**config.mk**
```make
export PLATFORM = sky130hd
export DESIGN_NAME = cpdec_core
export DESIGN_NICKNAME = d
export VERILOG_FILES = /design/src/rtl/cpdec_core.v /design/src/rtl/cpdec_sync_wait.v
export VERILOG_INCLUDE_DIRS = /design/src /design/src/inc
export SDC_FILE = /design/constraint.sdc
export NUM_CORES = 1
export LEC_CHECK = 0
export BUFFER_PORTS_ARGS = -buffer_cell sky130_fd_sc_hd__buf_4
export CAP_MARGIN = 20
export CORE_ASPECT_RATIO = 1.75
export CORE_UTILIZATION = 64
export DETAILED_ROUTE_END_ITERATION = 8
export PLACE_DENSITY = 0.95
export RECOVER_POWER = 100
export SLEW_MARGIN = 0
export SYNTH_ARGS = -nofsm -noshare
export SYNTH_HDL_FRONTEND = slang
export SYNTH_HIERARCHICAL = 1
export SYNTH_SLANG_ARGS = --single-unit
export TNS_END_PERCENT = 30
```
**constraint.sdc**
```tcl
create_clock -name clock -period 68.9 [get_ports clock]
set_input_delay 3.445 -clock clock [delete_from_list [all_inputs] [get_ports clock]]
set_output_delay 3.445 -clock clock [all_outputs]
set_load 0.02 [all_outputs]
```
**src/inc/cpdec_map.vh**
```
// opcode decode constants, cycle costs and flag positions for the decoder
`ifndef CPDEC_MAP_VH
`define CPDEC_MAP_VH
// condition code bit positions
`define CPDEC_CC_C 0
`define CPDEC_CC_V 1
`define CPDEC_CC_Z 2
`define CPDEC_CC_N 3
`define CPDEC_CC_H 5
`define CPDEC_CC_I 7
// first opcode byte values and groups
`define CPDEC_OP_NOP 8'h00
`define CPDEC_OP_EXTADD_R 8'h0E
`define CPDEC_OP_DAA 8'h0F
`define CPDEC_OP_EXTSUB_R 8'h1E
`define CPDEC_OP_DAS 8'h1F
`define CPDEC_OP_ADDW 8'h09
`define CPDEC_OP_SUBW 8'h19
`define CPDEC_OP_DIVU 8'h51
`define CPDEC_OP_RTS 8'h54
`define CPDEC_OP_RTE 8'h56
`define CPDEC_OP_JSR_R 8'h5D
`define CPDEC_OP_JSR_A 8'h5E
`define CPDEC_OP_JSR_I 8'h5F
`define CPDEC_OP_MOVE_SYNC 8'h6A
`define CPDEC_OP_BLKMOVE 8'h7B
`define CPDEC_HI_BRANCH 4'h4
`define CPDEC_HI_EXTADD_I 4'h9
`define CPDEC_HI_EXTSUB_I 4'hB
`define CPDEC_HI_MOVE_I 4'hF
`define CPDEC_HI_MOVE_A 4'h2
`define CPDEC_HI_MOVE_B 4'h3
`define CPDEC_HI_MOVE_R 4'h6
// lower nibble of second byte that marks a synchronised move
`define CPDEC_SYNC_SUB 4'h0
// per-cycle state costs, on-chip placement
`define CPDEC_S_FETCH 8'h02
`define CPDEC_S_BRREAD 8'h02
`define CPDEC_S_STACK 8'h02
`define CPDEC_S_BYTE 8'h02
`define CPDEC_S_WORD 8'h02
`define CPDEC_S_INT 8'h02
// block move: 4n+8
`define CPDEC_BLK_MUL 16'h0004
`define CPDEC_BLK_ADD 16'h0008
`define CPDEC_SP_STEP 16'h0002
`define CPDEC_CC_RESET 8'h80
`define CPDEC_SP_RESET 16'h0000
`endif

```
**src/rtl/cpdec_core.v**
```verilog
// opcode decode, special flag rules, stack sequencing and state counting
//
// Decided for this implementation: the register addresses and the plain strobed port.
`timescale 1ns/1ns
`include "cpdec_map.vh"
module cpdec_core #(
   parameter SYNC_CW = 8
) (
   input wire clock,
   input wire rst,
   input wire issue,
   input wire [15:0] instr_word,
   input wire [15:0] operand_a,
   input wire [15:0] operand_b,
   input wire [7:0] count_register_low_byte,
   input wire [15:0] target_addr,
   input wire [15:0] next_pc,
   input wire [15:0] stack_rdata,
   input wire periph_clk_in,
   output reg [7:0] op_class_q,
   output reg is_sync_move_q,
   output reg is_data_move_q,
   output reg [7:0] condition_code_register_q,
   output reg [15:0] result_q,
   output reg [15:0] states_q,
   output reg [15:0] sp_q,
   output reg [15:0] pc_q,
   output reg stack_we,
   output reg [15:0] stack_addr,
   output reg [15:0] stack_wdata,
   output wire busy,
   output reg done_q
);
   localparam ST_IDLE = 3'd0;
   localparam ST_CALL = 3'd1;
   localparam ST_RET = 3'd2;
   localparam ST_RTE_CC = 3'd3;
   localparam ST_RTE_PC = 3'd4;
   localparam ST_SYNC = 3'd5;
   localparam ST_COUNT = 3'd6;

   localparam CL_OTHER = 8'h00;
   localparam CL_MOVE = 8'h01;
   localparam CL_SYNC = 8'h02;
   localparam CL_BRANCH = 8'h03;
   localparam CL_CALL = 8'h04;
   localparam CL_RTS = 8'h05;
   localparam CL_RTE = 8'h06;
   localparam CL_ADDW = 8'h07;
   localparam CL_SUBW = 8'h08;
   localparam CL_EXTADD = 8'h09;
   localparam CL_EXTSUB = 8'h0A;
   localparam CL_DAA = 8'h0B;
   localparam CL_DAS = 8'h0C;
   localparam CL_DIVU = 8'h0D;
   localparam CL_BLKMOVE = 8'h0E;

   reg [2:0] st_q;
   reg [2:0] st_d;

   // cycle-weighted total; counts i..n for the six cycle kinds
   function [15:0] weigh;
      input [3:0] i;
      input [3:0] j;
      input [3:0] k;
      input [3:0] l;
      input [3:0] m;
      input [3:0] n;
      begin
         weigh = {12'h000, i} * {8'h00, `CPDEC_S_FETCH}
            + {12'h000, j} * {8'h00, `CPDEC_S_BRREAD}
            + {12'h000, k} * {8'h00, `CPDEC_S_STACK}
            + {12'h000, l} * {8'h00, `CPDEC_S_BYTE}
            + {12'h000, m} * {8'h00, `CPDEC_S_WORD}
            + {12'h000, n} * {8'h00, `CPDEC_S_INT};
      end
   endfunction

   // class decode from first byte, bit 7 and the low nibble
   function [7:0] classify;
      input [15:0] w;
      reg [7:0] hi;
      begin
         hi = w[15:8];
         classify = CL_OTHER;
         if (hi[7:4] == `CPDEC_HI_BRANCH)
            classify = CL_BRANCH;
         else if (hi == `CPDEC_OP_JSR_R || hi == `CPDEC_OP_JSR_A || hi == `CPDEC_OP_JSR_I)
            classify = CL_CALL;
         else if (hi == `CPDEC_OP_RTS)
            classify = CL_RTS;
         else if (hi == `CPDEC_OP_RTE)
            classify = CL_RTE;
         else if (hi == `CPDEC_OP_ADDW)
            classify = CL_ADDW;
         else if (hi == `CPDEC_OP_SUBW)
            classify = CL_SUBW;
         else if (hi == `CPDEC_OP_EXTADD_R || hi[7:4] == `CPDEC_HI_EXTADD_I)
            classify = CL_EXTADD;
         else if (hi == `CPDEC_OP_EXTSUB_R || hi[7:4] == `CPDEC_HI_EXTSUB_I)
            classify = CL_EXTSUB;
         else if (hi == `CPDEC_OP_DAA)
            classify = CL_DAA;
         else if (hi == `CPDEC_OP_DAS)
            classify = CL_DAS;
         else if (hi == `CPDEC_OP_DIVU)
            classify = CL_DIVU;
         else if (hi == `CPDEC_OP_BLKMOVE && !w[7])
            classify = CL_BLKMOVE;
         else if (hi == `CPDEC_OP_MOVE_SYNC && !w[7] && w[3:0] == `CPDEC_SYNC_SUB)
            classify = CL_SYNC;
         else if (hi[7:4] == `CPDEC_HI_MOVE_I || hi[7:4] == `CPDEC_HI_MOVE_A
                  || hi[7:4] == `CPDEC_HI_MOVE_B || hi[7:4] == `CPDEC_HI_MOVE_R)
            classify = CL_MOVE;
      end
   endfunction

   // carry or borrow out of bit 11 for word add and subtract
   function half12;
      input [15:0] x;
      input [15:0] y;
      input sub;
      reg [12:0] s;
      begin
         s = sub ? ({1'b0, x[11:0]} - {1'b0, y[11:0]})
            : ({1'b0, x[11:0]} + {1'b0, y[11:0]});
         half12 = s[12];
      end
   endfunction

   // byte add or subtract with carry in; bit 8 is the carry or borrow out
   function [8:0] ext_op;
      input [7:0] x;
      input [7:0] y;
      input c;
      input sub;
      begin
         if (sub)
            ext_op = {1'b0, x} - {1'b0, y} - {8'h00, c};
         else
            ext_op = {1'b0, x} + {1'b0, y} + {8'h00, c};
      end
   endfunction

   // remainder in the high byte, quotient in the low byte
   function [15:0] div_pack;
      input [15:0] dividend;
      input [7:0] divisor;
      reg [15:0] quo;
      reg [15:0] rem;
      begin
         quo = dividend / {8'h00, divisor};
         rem = dividend % {8'h00, divisor};
         // a quotient wider than a byte is cut; callers never pass a zero divisor
         div_pack = {rem[7:0], quo[7:0]};
      end
   endfunction

   wire [7:0] cls = classify(instr_word);
   // a request raised while busy is dropped, not queued
   wire take = issue && (st_q == ST_IDLE);
   wire sync_done;
   wire [SYNC_CW-1:0] sync_waited;

   cpdec_sync_wait #(
      .CW(SYNC_CW)
   ) u_sync (
      .clock(clock),
      .rst(rst),
      .start(take && cls == CL_SYNC),
      .periph_clk_in(periph_clk_in),
      .done(sync_done),
      .waited_q(sync_waited)
   );

   assign busy = (st_q != ST_IDLE);

   // arithmetic helpers
   wire [16:0] add_w = {1'b0, operand_a} + {1'b0, operand_b};
   wire [16:0] sub_w = {1'b0, operand_a} - {1'b0, operand_b};
   wire half_add = half12(operand_a, operand_b, 1'b0);
   wire half_sub = half12(operand_a, operand_b, 1'b1);
   wire cin = condition_code_register_q[`CPDEC_CC_C];
   wire [8:0] xadd = ext_op(operand_a[7:0], operand_b[7:0], cin, 1'b0);
   wire [8:0] xsub = ext_op(operand_a[7:0], operand_b[7:0], cin, 1'b1);
   wire hin = condition_code_register_q[`CPDEC_CC_H];
   wire lo_adj = hin || (operand_a[3:0] > 4'h9);
   wire hi_adj = cin || (operand_a[7:4] > 4'h9)
      || (operand_a[7:4] == 4'h9 && operand_a[3:0] > 4'h9);
   wire [7:0] dadj = {hi_adj ? 4'h6 : 4'h0, lo_adj ? 4'h6 : 4'h0};
   wire [8:0] daa_sum = {1'b0, operand_a[7:0]} + {1'b0, dadj};
   wire [15:0] blk_states = {8'h00, count_register_low_byte} * `CPDEC_BLK_MUL
      + `CPDEC_BLK_ADD;

   always @* begin
      st_d = st_q;
      case (st_q)
         ST_IDLE: begin
            if (issue) begin
               if (cls == CL_CALL)
                  st_d = ST_CALL;
               else if (cls == CL_RTS)
                  st_d = ST_RET;
               else if (cls == CL_RTE)
                  st_d = ST_RTE_CC;
               else if (cls == CL_SYNC)
                  st_d = ST_SYNC;
            end
         end
         ST_CALL: st_d = ST_IDLE;
         ST_RET: st_d = ST_IDLE;
         ST_RTE_CC: st_d = ST_RTE_PC;
         ST_RTE_PC: st_d = ST_IDLE;
         ST_SYNC: st_d = sync_done ? ST_IDLE : ST_SYNC;
         ST_COUNT: st_d = ST_IDLE;
         default: st_d = ST_IDLE;
      endcase
   end

   // stack port drive; reads take data same cycle from stack_rdata
   always @* begin
      stack_we = 1'b0;
      stack_addr = sp_q;
      stack_wdata = 16'h0000;
      case (st_q)
         ST_CALL: begin
            stack_we = 1'b1;
            stack_addr = sp_q;
            stack_wdata = next_pc;
         end
         default: begin
            stack_we = 1'b0;
         end
      endcase
   end

   always @(posedge clock) begin
      if (rst) begin
         st_q <= ST_IDLE;
         op_class_q <= CL_OTHER;
         is_sync_move_q <= 1'b0;
         is_data_move_q <= 1'b0;
         condition_code_register_q <= `CPDEC_CC_RESET;
         result_q <= 16'h0000;
         states_q <= 16'h0000;
         sp_q <= `CPDEC_SP_RESET;
         pc_q <= 16'h0000;
         done_q <= 1'b0;
      end else begin
         st_q <= st_d;
         done_q <= 1'b0;
         case (st_q)
            ST_IDLE: begin
               if (issue) begin
                  op_class_q <= cls;
                  is_sync_move_q <= (cls == CL_SYNC);
                  is_data_move_q <= (cls == CL_MOVE);
                  states_q <= weigh(4'd1, 4'd0, 4'd0, 4'd0, 4'd0, 4'd0);
                  pc_q <= next_pc;
                  done_q <= (cls != CL_CALL) && (cls != CL_RTS)
                     && (cls != CL_RTE) && (cls != CL_SYNC);
                  case (cls)
                     CL_ADDW: begin
                        result_q <= add_w[15:0];
                        condition_code_register_q[`CPDEC_CC_H] <= half_add;
                        condition_code_register_q[`CPDEC_CC_C] <= add_w[16];
                     end
                     CL_SUBW: begin
                        result_q <= sub_w[15:0];
                        condition_code_register_q[`CPDEC_CC_H] <= half_sub;
                        condition_code_register_q[`CPDEC_CC_C] <= sub_w[16];
                     end
                     CL_EXTADD: begin
                        result_q <= {8'h00, xadd[7:0]};
                        condition_code_register_q[`CPDEC_CC_C] <= xadd[8];
                        if (xadd[7:0] != 8'h00)
                           condition_code_register_q[`CPDEC_CC_Z] <= 1'b0;
                     end
                     CL_EXTSUB: begin
                        result_q <= {8'h00, xsub[7:0]};
                        condition_code_register_q[`CPDEC_CC_C] <= xsub[8];
                        if (xsub[7:0] != 8'h00)
                           condition_code_register_q[`CPDEC_CC_Z] <= 1'b0;
                     end
                     CL_DAA: begin
                        result_q <= {8'h00, daa_sum[7:0]};
                        condition_code_register_q[`CPDEC_CC_C] <= hi_adj;
                     end
                     CL_DAS: begin
                        result_q <= {8'h00, operand_a[7:0] - dadj};
                        condition_code_register_q[`CPDEC_CC_C] <= hi_adj;
                     end
                     CL_DIVU: begin
                        if (operand_b[7:0] != 8'h00)
                           result_q <= div_pack(operand_a, operand_b[7:0]);
                        condition_code_register_q[`CPDEC_CC_N] <= operand_b[7];
                        condition_code_register_q[`CPDEC_CC_V] <= (operand_b[7:0] == 8'h00);
                     end
                     CL_BLKMOVE: states_q <= blk_states;
                     CL_BRANCH: states_q <= weigh(4'd2, 4'd0, 4'd0, 4'd0, 4'd0, 4'd0);
                     default: result_q <= result_q;
                  endcase
                  if (cls == CL_CALL)
                     sp_q <= sp_q - `CPDEC_SP_STEP;
               end
            end
            ST_CALL: begin
               pc_q <= target_addr;
               states_q <= weigh(4'd2, 4'd0, 4'd1, 4'd0, 4'd0, 4'd0);
               done_q <= 1'b1;
            end
            ST_RET: begin
               pc_q <= stack_rdata;
               sp_q <= sp_q + `CPDEC_SP_STEP;
               states_q <= weigh(4'd2, 4'd0, 4'd1, 4'd0, 4'd0, 4'd1);
               done_q <= 1'b1;
            end
            ST_RTE_CC: begin
               condition_code_register_q <= stack_rdata[7:0];
               sp_q <= sp_q + `CPDEC_SP_STEP;
            end
            ST_RTE_PC: begin
               pc_q <= stack_rdata;
               sp_q <= sp_q + `CPDEC_SP_STEP;
               states_q <= weigh(4'd2, 4'd0, 4'd2, 4'd0, 4'd0, 4'd1);
               done_q <= 1'b1;
            end
            ST_SYNC: begin
               if (sync_done) begin
                  // length depends on peripheral phase, not fixed
                  states_q <= weigh(4'd2, 4'd0, 4'd0, 4'd0, 4'd0, 4'd0)
                     + {{(16-SYNC_CW){1'b0}}, sync_waited};
                  done_q <= 1'b1;
               end
            end
            default: done_q <= 1'b0;
         endcase
      end
   end
endmodule // cpdec_core

```
**src/rtl/cpdec_sync_wait.v**
```verilog
// counts clock cycles until a slow peripheral clock falling edge ends a synchronised move
`timescale 1ns/1ns
module cpdec_sync_wait #(
   parameter CW = 8
) (
   input wire clock,
   input wire rst,
   input wire start,
   input wire periph_clk_in,
   output wire done,
   output reg [CW-1:0] waited_q
);
   reg s1_q;
   reg s2_q;
   reg s3_q;
   reg busy_q;
   // two-stage synchroniser; s2 and the s3 delay stage feed the falling-edge detect
   always @(posedge clock) begin
      if (rst) begin
         s1_q <= 1'b0;
         s2_q <= 1'b0;
         s3_q <= 1'b0;
      end else begin
         s1_q <= periph_clk_in;
         s2_q <= s1_q;
         s3_q <= s2_q;
      end
   end
   wire fall = s3_q & ~s2_q;
   assign done = busy_q & fall;
   always @(posedge clock) begin
      if (rst) begin
         busy_q <= 1'b0;
         waited_q <= {CW{1'b0}};
      end else if (start) begin
         busy_q <= 1'b1;
         waited_q <= {CW{1'b0}};
      end else if (busy_q) begin
         waited_q <= waited_q + 1'b1;
         if (fall)
            busy_q <= 1'b0;
      end
   end
endmodule // cpdec_sync_wait

```
==> results.yml <==
status:
  status: "finished with violations"
  violations: "max-capacitance violations, max-slew violations"
setup_path:
  worstPathMaxFanout: 18
  crit_path_frequent_cell: "o21a_1"
  setup.worst_path.class: "input port to flip-flop"
  end_kind: "flip-flop"
  r2r_end: "sp_q[15]$_SDFFE_PP0P_"
  r2r-start: "st_q[1]$_SDFFE_PP0P_"
  cp_slowest_cell: "a221oi_1"
  critPathLaunchType: "input port"
  worstPathArrival_ns: 43.85
  crit_required_ns: 69.14
  reg2reg_depth: 21
  cpPeakStageDelay_ns: 1.31
  r2r_setup_slack_ns: 64.42
grt:
  grt.total_usage_pct: 42.9
  first_global_vias: 15395
  grt_max_degree: 82
  grt_pass1_wl_um: 75200
  antenna_found_initial: 3
  overflow: 0
timing:
  finalSetupViolCount: 0
  finalCritPeriodShare_pct: 63.3
  hold_viol_final: 0
  rsz0062_at_grt: "false"
  period_needed_ns: 43.60
  tightest_slew_ns: 3.62
  final_max_slew_viol_count: 125
  clock.fmax_mhz: 22.9
  tns_ns: 0
  relSlewSlack_pct: -141
  worst_clock_skew_ns: 0.00937
detailed_routing:
  drt-initial-drc-count: 1210
  vias: 15405
  ant_nets: 0
  detail_route.first_pass.iterations: 6
  routed_wl_um: 48300
  drc: 0
  vias_per_cell: 6.89
  wire_per_inst_um: 21.6
yosys:
  syn_inst: 1832
  synth-async-reset-ratio_pct: 0
  yosysSeqAreaShare_pct: 12.8
  synth_top_family_by_area: "compound AO/OA/AOI/OAI gates"
  synth-simple-area-share_pct: 22.8
  synth_compound_area_share_pct: 29.7
  synth_edf_count: 0
  synth.cell_area_mm2: 0.0138
  ys_warn_count: 6
  synth.area.mux_share_pct: 4.41
  synth_largest_area_cell: "ha_1"
  synth_area_leaders: "ha_1 (17%), dfxtp_1 (13%), nor2_1 (5.4%)"
  synthAdderAreaFrac_pct: 17.8
  synth-seq-cells: 88
  synth_xor_area_share_pct: 6.36
  synth.distinct_cells: 102
  synth_top_area_share_pct: 16.6
  syn_avg_cell_area_um2: 7.52
  synth-main-ff-cell: "dfxtp_1"
worst_hold_path:
  min_from: "u_sync/s1_q$_SDFF_PP0_"
  worstHoldPathCells: 1
  holdPathEnd: "u_sync/s2_q$_SDFF_PP0_"
  hp-class: "flip-flop to flip-flop"
cells_and_area:
  final_area_mm2: 0.0152
  fin_nets: 2278
  final_cell_mix: "nor2_1 (199), ha_1 (183), a21oi_1 (136)"
  area_growth_pct: 10.1
  final_common_cell: "nor2_1"
  fillers: 1757
  drive_gt1_share_pct: 10.4
  fin_util_pct: 72.1
floorplanning:
  die_h_um: 196
  die_area_mm2: 0.0221
  initial_core_util_pct: 65.5
  core_mm2: 0.0210
  ioPinCount: 225
  num_rows: 70
  die_w_um: 113
run:
  maxCapViolCount: 3
clocking:
  cts_max_level: 3
  cts_buffers: 9
  path_clk_slew_ns: 0.06
  cts-resized-gates: 0
  clk_latency_ns: 0.35
  postCtsSetupBuffers: 0
  clock_sinks: 88
  cts_buffer_depth: 2
  root_buffer: "clkbuf_16"
  cts_tree: "done"
  postCtsHoldBufs: 0
placement:
  dpl_cell_area_mm2: 0.0153
  io_buffers: 210
  dpl.hpwl_um: 37200
  gp_congestion: 1.05
-- worst max-delay path, delay by kind of cell --
family,cells,cell delay (ns)
buf+inv,5,1.32
fa+ha+maj,16,5.31
simple gates,32,8.45
mux,6,2.29
compound gates,83,22.95
-- how the worst max path moves through the flow --
stage	from	to	slack, ns
after floorplan	operand_b[7]	result_q[15]$_SDFFE_PP0P_	35.15
after global placement	operand_b[4]	result_q[0]$_SDFFE_PP0P_	30.25
after detailed placement	operand_b[4]	result_q[0]$_SDFFE_PP0P_	28.92
after CTS	operand_b[4]	result_q[0]$_SDFFE_PP0P_	29.18
after global routing	operand_b[0]	result_q[0]$_SDFFE_PP0P_	22.55
final	operand_b[0]	result_q[0]$_SDFFE_PP0P_	25.30
-- per-layer routing --
| metal | global-route usage [%] | vias up | routed length (µm) | part of all wire (%) |
|---|---|---|---|---|
| li1 | - | 7035 | - | - |
| met4 | 41.2 | 4 | 4740 | 9.8 |
| met3 | 12.6 | 361 | 4150 | 8.6 |
| met5 | 0 | - | 26 | 0.054 |
| met1 | 38.0 | 7165 | 15700 | 32 |
| met2 | 76.3 | 840 | 23700 | 49 |
-- kinds of logic after synthesis --
kind of cell    count (synthesis)
simple gates                  632
fa+ha+maj                     191
mux                            55
other cells                     1
buf+inv                       189
xor+xnor                      100
flops                          88
compound gates                576
-- cell type report --
type                            count  area (µm²)  share of cell area [%]
Timing Repair Buffer              218        1250                    8.22
Tap cell                          252         315                    2.08
Inverter                           97         364                    2.40
Clock inverter                      7        76.3                   0.503
Sequential cell                    88        1760                    11.6
Multi-Input combinational cell   1565       11200                    73.7
Clock buffer                        9         225                    1.49
Antenna cell                        1        2.50                  0.0165
-- Yosys cell counts, types with 28 or more instances --
master / n
o21bai_1: 43
nor3_1: 73
clkbuf_1: 57
xor2_1: 39
a21oi_1: 131
a21o_1: 33
nand2b_1: 28
nand2_1: 128
inv_1: 92
o21ai_0: 84
nor2_1: 199
ha_1: 183
nand3_1: 40
xnor2_1: 61
dfxtp_1: 88
o21a_1: 51
-- metrics by stage --
step | hold WS, ns | setup slack, ns | cells
3_3_place_gp | 0.420 | 30.25 | 2218
6_report | 0.447 | 25.30 | 2237
4_1_cts | 0.445 | 29.18 | 2236
5_1_grt | 0.469 | 22.55 | 2236
3_5_place_dp | 0.429 | 28.92 | 2220
2_1_floorplan | 0.414 | 35.15 | 1842
-- flip-flops by register name, summed over array words and instances, names as in the netlist --
signal	flops
result_q	16
condition_code_register_q	8
u_sync/s2_q	1
is_data_move_q	1
st_q	3
u_sync/waited_q	8
op_class_q	4
u_sync/busy_q	1
states_q	11
pc_q	16
sp_q	15
u_sync/s3_q	1
u_sync/s1_q	1
is_sync_move_q	1
done_q	1
Power is not shown: default switching activity piles up to over one toggle a cycle in this logic, so the estimate is an artifact.
